===== src/hw/cmp_ctrl_pkg.sv =====
// package: register map, fields and reset values of the comparator control block
// Function
// - bit 7 reads the second comparator result, high when plus exceeds minus, reversed when its invert bit is set.
// - bit 6 reads the first comparator result the same way under its own invert bit.
// - bit 5 is a writable control that inverts the second comparator output.
// - bit 4 is a writable control that inverts the first comparator output.
// - in mode 110 the input switch bit picks pins 3 and 2 as inverting inputs when set, pins 0 and 1 when clear.
// - bits 2 to 0 are a writable mode field: 000 and 111 turn both comparators off, 110 uses the reference, the other five share one pin pairing.
// - comparator inputs come from port A pins 0 to 3 and outputs may drive port A pins 4 and 5 per mode.
// - the port A direction bits enable the output drivers of the comparator pins 4 and 5 only in mode 101.
// - the internal reference voltage can be chosen as a comparator input.
// - the change flag is set whenever either result changes, whether or not the interrupt is enabled.
// - any read or write of the control register ends the mismatch, which until then keeps setting the flag.
// - in mode 110 the internal reference feeds the non-inverting input of both comparators.
// - reset returns the control register to its reset state with mode field 111, comparators off.
package cmp_ctrl_pkg;
  localparam logic [7:0] CTRL_OFFSET = 8'h9c;
  localparam logic [7:0] IRQ_STATUS_OFFSET = 8'ha0;
  localparam logic [7:0] IRQ_MASK_OFFSET = 8'ha4;
  localparam int RESULT2_BIT = 7;
  localparam int RESULT1_BIT = 6;
  localparam int INVERT2_BIT = 5;
  localparam int INVERT1_BIT = 4;
  localparam int INSWITCH_BIT = 3;
  localparam logic [5:0] CTRL_RESET = 6'h07;
  localparam logic [2:0] MODE_REF = 3'h6;
  localparam logic [2:0] MODE_OFF = 3'h7;
  localparam logic [2:0] MODE_OUT = 3'h5;
  localparam logic [1:0] RESP_OKAY = 2'h0;
  localparam logic [1:0] RESP_SLVERR = 2'h2;
endpackage


===== src/hw/cmp_route.sv =====
// module: input and output routing of one comparator per mode
`timescale 1ns/1ps
module cmp_route (
  // configuration
  input wire logic [2:0] mode,
  input wire logic inSwitch,
  input wire logic second,
  // analog side levels, as raw comparator outcomes for each pairing
  input wire logic [3:0] pinAboveRef,
  input wire logic [3:0] pinAbovePin,
  // result
  output logic enabled,
  output logic rawOut
);
  // selection of comparator pairing from mode
  always_comb begin
    enabled = 1'b1;
    rawOut = 1'b0;
    unique case (mode)
      cmp_ctrl_pkg::MODE_OFF: enabled = 1'b0;
      // reference on plus, minus chosen by switch
      cmp_ctrl_pkg::MODE_REF: rawOut = inSwitch ? pinAboveRef[second ? 2 : 3] : pinAboveRef[second ? 1 : 0];
      3'h0: enabled = 1'b0; // comparators off, output low
      default: rawOut = second ? pinAbovePin[1] : pinAbovePin[0];
    endcase
  end
endmodule


===== src/hw/dual_comparator_control.sv =====
// module: comparator control register, results, change flag and axi4-lite slave
//
// The implementer's own choice: the AXI4-Lite slave port.
`timescale 1ns/1ps
module dual_comparator_control (
  // clock and reset
  input wire logic core_clk,
  input wire logic reset,
  // axi4-lite write
  input wire logic [7:0] s_axi_awaddr,
  input wire logic s_axi_awvalid,
  output logic s_axi_awready,
  input wire logic [31:0] s_axi_wdata,
  input wire logic [3:0] s_axi_wstrb,
  input wire logic s_axi_wvalid,
  output logic s_axi_wready,
  output logic [1:0] s_axi_bresp,
  output logic s_axi_bvalid,
  input wire logic s_axi_bready,
  // axi4-lite read
  input wire logic [7:0] s_axi_araddr,
  input wire logic s_axi_arvalid,
  output logic s_axi_arready,
  output logic [31:0] s_axi_rdata,
  output logic [1:0] s_axi_rresp,
  output logic s_axi_rvalid,
  input wire logic s_axi_rready,
  // analog front end outcomes, synchronous
  input wire logic [3:0] pinAboveRef,
  input wire logic [3:0] pinAbovePin,
  // port a direction, low bit means output
  input wire logic [5:4] portADirection,
  // port a pins 4 and 5 output side
  output logic [5:4] portAPinOut,
  output logic [5:4] portAPinOe,
  // reference enable and interrupt
  output logic refSelect,
  output logic irq
);
  logic [5:0] ctrl_q;
  logic [1:0] result_q;
  logic [1:0] latched_q;
  logic changeFlag_q;
  logic mask_q;
  logic [1:0] raw;
  logic [1:0] en;
  logic [1:0] result;
  logic awHeld_q, wHeld_q;
  logic [7:0] awAddr_q;
  logic [31:0] wData_q;
  logic [3:0] wStrb_q;
  logic doWrite, doRead, ctrlAccess;

  // per comparator routing
  for (genvar i = 0; i < 2; i++) begin : g_cmp
    cmp_route u_route (
      .mode(ctrl_q[2:0]),
      .inSwitch(ctrl_q[cmp_ctrl_pkg::INSWITCH_BIT]),
      .second(i == 1),
      .pinAboveRef(pinAboveRef),
      .pinAbovePin(pinAbovePin),
      .enabled(en[i]),
      .rawOut(raw[i])
    );
  end

  // polarity applied to both results
  assign result[0] = en[0] & (raw[0] ^ ctrl_q[cmp_ctrl_pkg::INVERT1_BIT]);
  assign result[1] = en[1] & (raw[1] ^ ctrl_q[cmp_ctrl_pkg::INVERT2_BIT]);
  assign refSelect = ctrl_q[2:0] == cmp_ctrl_pkg::MODE_REF;

  // live results registered
  always_ff @(posedge core_clk) begin
    if (reset) result_q <= 2'h0;
    else result_q <= result;
  end

  // pin outputs in output mode, enable follows direction bits
  always_ff @(posedge core_clk) begin
    if (reset) begin
      portAPinOut <= 2'h0;
      portAPinOe <= 2'h0;
    end else begin
      portAPinOut <= result_q;
      portAPinOe <= (ctrl_q[2:0] == cmp_ctrl_pkg::MODE_OUT) ? ~portADirection : 2'h0;
    end
  end

  // write channel capture
  assign s_axi_awready = !awHeld_q;
  assign s_axi_wready = !wHeld_q;
  always_ff @(posedge core_clk) begin
    if (reset) begin
      awHeld_q <= 1'b0;
      wHeld_q <= 1'b0;
      awAddr_q <= 8'h00;
      wData_q <= 32'h0;
      wStrb_q <= 4'h0;
    end else begin
      if (s_axi_awvalid && s_axi_awready) begin
        awHeld_q <= 1'b1;
        awAddr_q <= s_axi_awaddr;
      end
      if (s_axi_wvalid && s_axi_wready) begin
        wHeld_q <= 1'b1;
        wData_q <= s_axi_wdata;
        wStrb_q <= s_axi_wstrb;
      end
      if (doWrite) begin
        awHeld_q <= 1'b0;
        wHeld_q <= 1'b0;
      end
    end
  end
  assign doWrite = awHeld_q && wHeld_q && !s_axi_bvalid;

  // write response
  always_ff @(posedge core_clk) begin
    if (reset) begin
      s_axi_bvalid <= 1'b0;
      s_axi_bresp <= cmp_ctrl_pkg::RESP_OKAY;
    end else if (doWrite) begin
      s_axi_bvalid <= 1'b1;
      s_axi_bresp <= (awAddr_q[7:2] == cmp_ctrl_pkg::CTRL_OFFSET[7:2] ||
        awAddr_q[7:2] == cmp_ctrl_pkg::IRQ_MASK_OFFSET[7:2] ||
        awAddr_q[7:2] == cmp_ctrl_pkg::IRQ_STATUS_OFFSET[7:2]) ? cmp_ctrl_pkg::RESP_OKAY : cmp_ctrl_pkg::RESP_SLVERR;
    end else if (s_axi_bready) begin
      s_axi_bvalid <= 1'b0;
    end
  end

  // control register, result bits not writable
  always_ff @(posedge core_clk) begin
    if (reset) ctrl_q <= cmp_ctrl_pkg::CTRL_RESET;
    else if (doWrite && wStrb_q[0] && awAddr_q[7:2] == cmp_ctrl_pkg::CTRL_OFFSET[7:2])
      ctrl_q <= wData_q[5:0];
  end

  // interrupt mask
  always_ff @(posedge core_clk) begin
    if (reset) mask_q <= 1'b0;
    else if (doWrite && wStrb_q[0] && awAddr_q[7:2] == cmp_ctrl_pkg::IRQ_MASK_OFFSET[7:2])
      mask_q <= wData_q[0];
  end

  // read channel
  assign s_axi_arready = !s_axi_rvalid;
  assign doRead = s_axi_arvalid && s_axi_arready;
  always_ff @(posedge core_clk) begin
    if (reset) begin
      s_axi_rvalid <= 1'b0;
      s_axi_rdata <= 32'h0;
      s_axi_rresp <= cmp_ctrl_pkg::RESP_OKAY;
    end else if (doRead) begin
      s_axi_rvalid <= 1'b1;
      s_axi_rresp <= cmp_ctrl_pkg::RESP_OKAY;
      if (s_axi_araddr[7:2] == cmp_ctrl_pkg::CTRL_OFFSET[7:2])
        s_axi_rdata <= {24'h0, result_q, ctrl_q};
      else if (s_axi_araddr[7:2] == cmp_ctrl_pkg::IRQ_STATUS_OFFSET[7:2])
        s_axi_rdata <= {31'h0, changeFlag_q};
      else if (s_axi_araddr[7:2] == cmp_ctrl_pkg::IRQ_MASK_OFFSET[7:2])
        s_axi_rdata <= {31'h0, mask_q};
      else begin
        s_axi_rdata <= 32'h0;
        s_axi_rresp <= cmp_ctrl_pkg::RESP_SLVERR;
      end
    end else if (s_axi_rready) begin
      s_axi_rvalid <= 1'b0;
    end
  end

  // any control register access ends mismatch by relatching results
  assign ctrlAccess = (doRead && s_axi_araddr[7:2] == cmp_ctrl_pkg::CTRL_OFFSET[7:2]) ||
    (doWrite && awAddr_q[7:2] == cmp_ctrl_pkg::CTRL_OFFSET[7:2]);
  always_ff @(posedge core_clk) begin
    if (reset) latched_q <= 2'h0;
    else if (ctrlAccess) latched_q <= result_q;
  end

  // sticky change flag, cleared by status read, mismatch wins
  always_ff @(posedge core_clk) begin
    if (reset) changeFlag_q <= 1'b0;
    else if (result_q != latched_q) changeFlag_q <= 1'b1;
    else if (doRead && s_axi_araddr[7:2] == cmp_ctrl_pkg::IRQ_STATUS_OFFSET[7:2]) changeFlag_q <= 1'b0;
  end
  assign irq = changeFlag_q & mask_q;

  // checks
  // only the edge just after release is checked, so the first edge of the run never looks back past time zero
  reset_mode_a: assert property (@(posedge core_clk) !reset && $past(reset) |->
    ctrl_q[2:0] == cmp_ctrl_pkg::MODE_OFF) else $error("mode not off after reset");
  flag_set_a: assert property (@(posedge core_clk) disable iff (reset) result_q != latched_q |=> changeFlag_q)
    else $error("change flag not set on mismatch");
  access_ends_a: assert property (@(posedge core_clk) disable iff (reset) ctrlAccess |=> latched_q == $past(result_q))
    else $error("access did not end mismatch");
  result_ro_a: assert property (@(posedge core_clk) disable iff (reset)
    doWrite |=> result_q == $past(result)) else $error("write disturbed result");
  pol_one_a: assert property (@(posedge core_clk) disable iff (reset)
    en[0] |-> result[0] == (raw[0] ^ ctrl_q[cmp_ctrl_pkg::INVERT1_BIT])) else $error("first polarity wrong");
  pol_two_a: assert property (@(posedge core_clk) disable iff (reset)
    en[1] |-> result[1] == (raw[1] ^ ctrl_q[cmp_ctrl_pkg::INVERT2_BIT])) else $error("second polarity wrong");
  dir_gate_a: assert property (@(posedge core_clk) disable iff (reset)
    1'b1 |=> (portAPinOe & $past(portADirection)) == 2'h0) else $error("driving an input pin");
  ref_mode_a: assert property (@(posedge core_clk) disable iff (reset)
    refSelect |-> ctrl_q[2:0] == cmp_ctrl_pkg::MODE_REF) else $error("reference outside mode 110");
  mode_write_a: assert property (@(posedge core_clk) disable iff (reset)
    doWrite && wStrb_q[0] && awAddr_q[7:2] == cmp_ctrl_pkg::CTRL_OFFSET[7:2] |=> ctrl_q == $past(wData_q[5:0]))
    else $error("mode write lost");
  flag_cov_c: cover property (@(posedge core_clk) disable iff (reset) $rose(changeFlag_q));
  irq_cov_c: cover property (@(posedge core_clk) disable iff (reset) $rose(irq));
  ref_cov_c: cover property (@(posedge core_clk) disable iff (reset) refSelect && ctrl_q[cmp_ctrl_pkg::INSWITCH_BIT]);
endmodule


===== config.mk =====
export PLATFORM = sky130hd
export DESIGN_NAME = dual_comparator_control
export DESIGN_NICKNAME = d
export VERILOG_FILES = /design/src/hw/cmp_ctrl_pkg.sv /design/src/hw/cmp_route.sv /design/src/hw/dual_comparator_control.sv
export SDC_FILE = /design/constraint.sdc
export NUM_CORES = 1
export LEC_CHECK = 0
export CAP_MARGIN = 30
export CORE_MARGIN = 5
export CORE_UTILIZATION = 50
export DETAILED_ROUTE_END_ITERATION = 8
export DONT_BUFFER_PORTS = 1
export GPL_TIMING_DRIVEN = 0
export PLACE_DENSITY = 0.62
export RECOVER_POWER = 100
export SYNTH_ARGS = -nofsm -noshare
export SYNTH_HDL_FRONTEND = slang
export SYNTH_SLANG_ARGS = --single-unit

===== constraint.sdc =====
create_clock -name core_clk -period 1.7 [get_ports core_clk]
set_input_delay 0.34 -clock core_clk [delete_from_list [all_inputs] [get_ports core_clk]]
set_output_delay 0.34 -clock core_clk [all_outputs]
set_load 0.01 [all_outputs]

==> results_dict.tcl, run 1 <==
set metrics [dict create \
    finalSetupViolCount 0 \
    dp_hpwl_mm 3.13 \
    antenna_found_initial 0 \
    start_kind "register" \
    required_ns 1.88 \
    cp.depth 5 \
    drcViolationCount 0 \
    rsz0062_at_grt "no" \
    grt_usage_pct 15.0 \
    finalNetCount 298 \
    status "finished, final reports clean" \
    finish.utilization_pct 59.5 \
    clock_path_buffers 2 \
    wl_per_cell_um 14.0 \
    numCtsBuffers 5 \
    netlist_area_um2 1910 \
    synth-xor-area-share_pct 1.84 \
    ios 116 \
    fin_skew_ns 0.00208 \
    hp-class "input port to register" \
    yosysWarningCount 0 \
    drt_first_iter_violations 22 \
    layout-drive-gt1-share_pct 18.3 \
    synthArstFlopShare_pct 0 \
    numPortBuffers 0 \
    area_delta_synth_final_pct 15.1 \
    synth_fa_ha_area_share_pct 0 \
    crit_slowest_cell "dfxtp_1" \
    path_clk_slew_ns 0.08 \
    place_congestion 0.806 \
    core_area_um2 3690 \
    yosysSeqAreaShare_pct 45.1 \
    via_per_inst 4.89 \
    multi_input_area_um2 897 \
    cts_root_buf "clkbuf_8" \
    leakagePower_uw 0.000941 \
    peakVddDrop_mv 0.606 \
    power_density_nw_per_um2 989 \
    synth_ff_type "dfxtp_1" \
    endpoint_kind "register" \
    syn_inst 196 \
    worst_slew_pin_slew_ns 0.520 \
    crit_fanout 9 \
    regArea_um2 861 \
    cp_num_buf_inv 1 \
    crit_path_max_incr_delay_ns 0.38 \
    grt_pass1_wl_mm 6.13 \
    drv_cap 0 \
    final_hold_viol_count 0 \
    regToRegEndpoint "ctrl_q[0]" \
    clock-sinks 43 \
    yosys.area_share.simple_pct 18.7 \
    grt_pass1_vias 1332 \
    rrSetupSlack_ns 0.13 \
    synth_top_family_by_area "simple AND/OR/NAND/NOR gates" \
    startpoint "s_axi_bvalid" \
    fmax_mhz 636 \
    wirelength_mm 3.88 \
    htreeDepth 2 \
    slew_violations 0 \
    grt_max_degree 14 \
    whs_path_depth 1 \
    rows 22 \
    worstReg2RegStart "s_axi_bvalid" \
    finalCritPeriodShare_pct 92.5 \
    cts_hold_buf 0 \
    critical_path.top_delay_family "simple AND/OR/NAND/NOR gates" \
    vias 1359 \
    reg2reg_depth 5 \
    crit_type "register to register" \
    drt_first_pass_iters 4 \
    die_w_um 71.8 \
    ys_types 37 \
    syn_avg_cell_area_um2 9.74 \
    cts_tree "built" \
    antenna_cells 0 \
    grt.overflow.total 0 \
    clkLatencyLatePin_ns 0.29 \
    nFillCells 339 \
    max_slew_margin_pct 65.3 \
    fin_tns_setup_ns 0 \
    ys_ff_latch 43 \
    synthMuxAreaShare_pct 12.9 \
    synth_compound_area_share_pct 8.66 \
    worstHoldEndpoint "portAPinOe[4]" \
    antenna_left 0 \
    cp_cell_sequence "and4b_1 > nor4b_2 > clkbuf_2 > nor2b_1 > a211o_1" \
    initial_utilization_pct 51.7 \
    die_h_um 71.8 \
    synth_edf_count 0 \
    period_needed_ns 1.57 \
    min_from "portADirection[4]" \
    arrival_ns 1.76 \
    dieArea_um2 5150 \
]
where the power goes:
group          switching [uW]  internal [uW]  total [uW]
Combinational             101           87.9         189
Sequential               26.4           1040        1060
Clock                     332            587         919
sequential cells by signal, summed over array words and instances (netlist names), 2 cells and up:
| name | cells |
|---|---|
| awAddr_q | 6 |
| ctrl_q | 6 |
| latched_q | 2 |
| portAPinOe | 2 |
| portAPinOut | 2 |
| result_q | 2 |
| s_axi_rdata | 8 |
| wData_q | 6 |
cells in the mapped netlist (all sizes together), types with 3 or more instances:
cell     n  area share [%]
a211o    4             1.8
and2     3            0.98
mux2i   19              10
a21oi    4             1.0
inv      5            0.98
nor2    31             6.2
buf     27              10
clkbuf   6             1.2
nor3     4             1.0
nor2b    7             2.3
a22oi    7             2.8
nand2    3            0.59
mux2     5             3.0
dfxtp   43              45
cell usage in the layout (no fill, tap or decap), types with 2 or more instances in the layout:
cell type | synthesis | final
nor2_1 | 30 | 30
xor2_1 | 2 | 2
o31a_1 | 2 | 2
nand2_1 | 3 | 3
nand2b_1 | 2 | 2
bufinv_16 | 0 | 2
mux2i_1 | 19 | 19
a211o_1 | 4 | 4
clkbuf_8 | 0 | 5
nor3_1 | 4 | 4
mux2_2 | 5 | 5
inv_1 | 5 | 5
clkbuf_1 | 6 | 8
nand4b_1 | 2 | 2
o21a_1 | 2 | 2
dfxtp_1 | 43 | 43
a211oi_1 | 2 | 2
and2_0 | 0 | 3
nor2b_1 | 7 | 7
conb_1 | 1 | 26
xnor2_1 | 2 | 2
a21oi_1 | 4 | 4
buf_4 | 26 | 26
a22oi_1 | 7 | 7
metrics by stage:
step / area (um2) / std cells / hold WS, ns / power [uW] / setup slack (ns)
2_1_floorplan: 2000 / 221 / 0.412 / 1250 / 0.212
3_3_place_gp: 2060 / 269 / 0.415 / 1270 / 0.0393
3_5_place_dp: 2060 / 269 / 0.418 / 1270 / 0.0400
4_1_cts: 2190 / 277 / 0.104 / 2190 / 0.0278
5_1_grt: 2200 / 278 / 0.0921 / 2260 / 0.0292
6_report: 2200 / 278 / 0.114 / 2170 / 0.128
routing by layer:
metal,vias up,global-route usage [%],wire length (um)
li1,684,-,-
met1,617,16.2,1530
met2,52,25.6,1880
met3,6,7.85,431
met4,0,4.18,38
met5,-,0,0
worst max-delay path by stage:
stage / to / slack (ns)
6_report: ctrl_q[0] / 0.13
3_3_place_gp: ctrl_q[2] / 0.04
2_1_floorplan: ctrl_q[2] / 0.21
5_1_grt: latched_q[1] / 0.03
4_1_cts: ctrl_q[0] / 0.03
3_5_place_dp: ctrl_q[0] / 0.04
kinds of logic after synthesis:
group	count (synthesis)
AO/OA/AOI/OAI	22
XOR/XNOR	4
buffers and inverters	38
flip-flops	43
multiplexers	24
other	1
AND/OR/NAND/NOR	64
final cells by class:
cell class / instances / area share (%)
Multi-Input combinational cell: 140 / 40.9
Sequential cell: 43 / 39.2
Buffer: 33 / 10.1
Clock buffer: 6 / 3.30
Clock inverter: 2 / 2.74
Tap cell: 48 / 2.74
Inverter: 5 / 0.855
Timing Repair Buffer: 1 / 0.228
repair_timing:
item / 4_1_cts / 5_1_grt
endpoints found under the hold margin: 0 / 0
endpoints found under the setup margin: 0 / 8
gates resized for setup: 0 / 1
setup buffers: 0 / 1
Note: power is estimated with default switching activity, not from simulation.
==> run 2, diff against run 1 <==
--- a/config.mk
+++ b/config.mk
@@ -5,13 +5,12 @@
 export SDC_FILE = /design/constraint.sdc
 export NUM_CORES = 1
 export LEC_CHECK = 0
-export CAP_MARGIN = 30
 export CORE_MARGIN = 5
 export CORE_UTILIZATION = 50
 export DETAILED_ROUTE_END_ITERATION = 8
 export DONT_BUFFER_PORTS = 1
 export GPL_TIMING_DRIVEN = 0
-export PLACE_DENSITY = 0.62
+export PLACE_DENSITY = 0.7
 export RECOVER_POWER = 100
 export SYNTH_ARGS = -nofsm -noshare
 export SYNTH_HDL_FRONTEND = slang
==> results_dict.tcl, run 2 (same netlist as run 1, synthesis figures left out) <==
set metrics [dict create \
    grt_pass1_wl_mm 5.76 \
    initial_utilization_pct 51.7 \
    die_w_um 71.8 \
    crit_type "register to register" \
    clkLatencyLatePin_ns 0.29 \
    hp-class "input port to register" \
    htreeDepth 2 \
    final_cell_mix "dfxtp_1, nor2_1, buf_4, conb_1, mux2i_1" \
    finalNetCount 298 \
    clock_path_buffers 2 \
    finalSetupViolCount 0 \
    cts_root_buf "clkbuf_8" \
    layout-drive-gt1-share_pct 18.7 \
    place_congestion 0.757 \
    period_needed_ns 1.62 \
    drt_first_iter_violations 74 \
    vias 1349 \
    drv_cap 0 \
    core_area_um2 3690 \
    status "finished, final reports clean" \
    layout_commonest_cell "dfxtp_1" \
    via_per_inst 4.85 \
    multi_input_area_um2 901 \
    reg2reg_depth 4 \
    fin_tns_setup_ns 0 \
    wirelength_mm 3.78 \
    power_density_nw_per_um2 945 \
    fmax_mhz 616 \
    rows 22 \
    antenna_left 0 \
    peakVddDrop_mv 0.489 \
    fin_cells 278 \
    slew_violations 0 \
    regToRegEndpoint "latched_q[0]" \
    dp_cells 269 \
    arrival_ns 1.81 \
    max_slew_margin_pct 63.1 \
    leakagePower_uw 0.000952 \
    antenna_found_initial 0 \
    cts_setup_buffers 0 \
    drt_first_pass_iters 4 \
    grt.overflow.total 0 \
    path_clk_slew_ns 0.08 \
    min_from "portADirection[5]" \
    dieArea_um2 5150 \
    endpoint_kind "register" \
    numCtsBuffers 5 \
    clock-sinks 43 \
    whs_path_depth 1 \
    fin_skew_ns 0.00365 \
    start_kind "register" \
    worstHoldEndpoint "portAPinOe[5]" \
    cts_hold_buf 0 \
    dp_hpwl_mm 2.87 \
    rrSetupSlack_ns 0.08 \
    worstReg2RegStart "s_axi_rvalid" \
    numPortBuffers 0 \
    wl_per_cell_um 13.6 \
    drcViolationCount 0 \
    crit_fanout 9 \
    grt_pass1_vias 1231 \
    startpoint "s_axi_rvalid" \
    die_h_um 71.8 \
    required_ns 1.88 \
    ios 116 \
    grt_max_degree 14 \
    grt_usage_pct 14.4 \
    antenna_cells 0 \
    total_power_uw 2060 \
    cts_resized 0 \
    regArea_um2 861 \
    cts_tree "built" \
    rsz0062_at_grt "no" \
    worst_slew_pin_slew_ns 0.554 \
    largest_reg_flops 8 \
    area_delta_synth_final_pct 14.5 \
    nFillCells 371 \
    regMostFlops "s_axi_rdata" \
    finalCritPeriodShare_pct 95.5 \
    final_hold_viol_count 0 \
]
==> run 2: critical path, stage by stage, from the launching register on <==
cell       delay (ns)
dfxtp_1          0.37
nand4bb_1        0.30
nor2_2           0.41
a21oi_1          0.14
mux2_2           0.30
==> run 2: stage by stage <==
stage / hold WS (ns) / utilization, % / area [um2] / setup WS (ns)
after floorplan: 0.412 / - / 2000 / 0.212
after global placement: 0.413 / 55.9 / 2060 / 0.0295
after detailed placement: 0.415 / 55.9 / 2060 / 0.0435
after CTS: 0.0958 / 59.1 / 2180 / 0.0283
after global routing: 0.0944 / 59.2 / 2180 / 0.0236
final: 0.106 / 59.2 / 2180 / 0.0765
==> run 2: cell type report <==
class / instances / area share, %
clock buffer: 6 / 3.78
tap: 48 / 2.75
inverter: 5 / 0.859
buffer: 33 / 10.1
clock inverter: 2 / 1.60
timing repair buffer: 1 / 0.229
multi-input combinational: 140 / 41.2
sequential: 43 / 39.4
==> run 2: report_power, final <==
group	internal (uW)	switching, uW
Combinational	88.1	102
Clock	475	336
Sequential	1040	25.4
==> run 2: per-layer routing <==
metal  part of all wire, %  track usage (%)  vias up
met4                   1.5             6.26        0
met3                    11             5.75        5
met2                    49             24.3       55
met5                     0                0        -
met1                    38             15.9      611
li1                      -                -      678
==> run 2: worst max path at each step <==
stage          cells past startpoint           end
3_5_place_dp                       4     ctrl_q[0]
3_3_place_gp                       4     ctrl_q[1]
4_1_cts                            4     ctrl_q[0]
5_1_grt                            4  latched_q[1]
2_1_floorplan                      4     ctrl_q[2]
6_report                           4  latched_q[0]
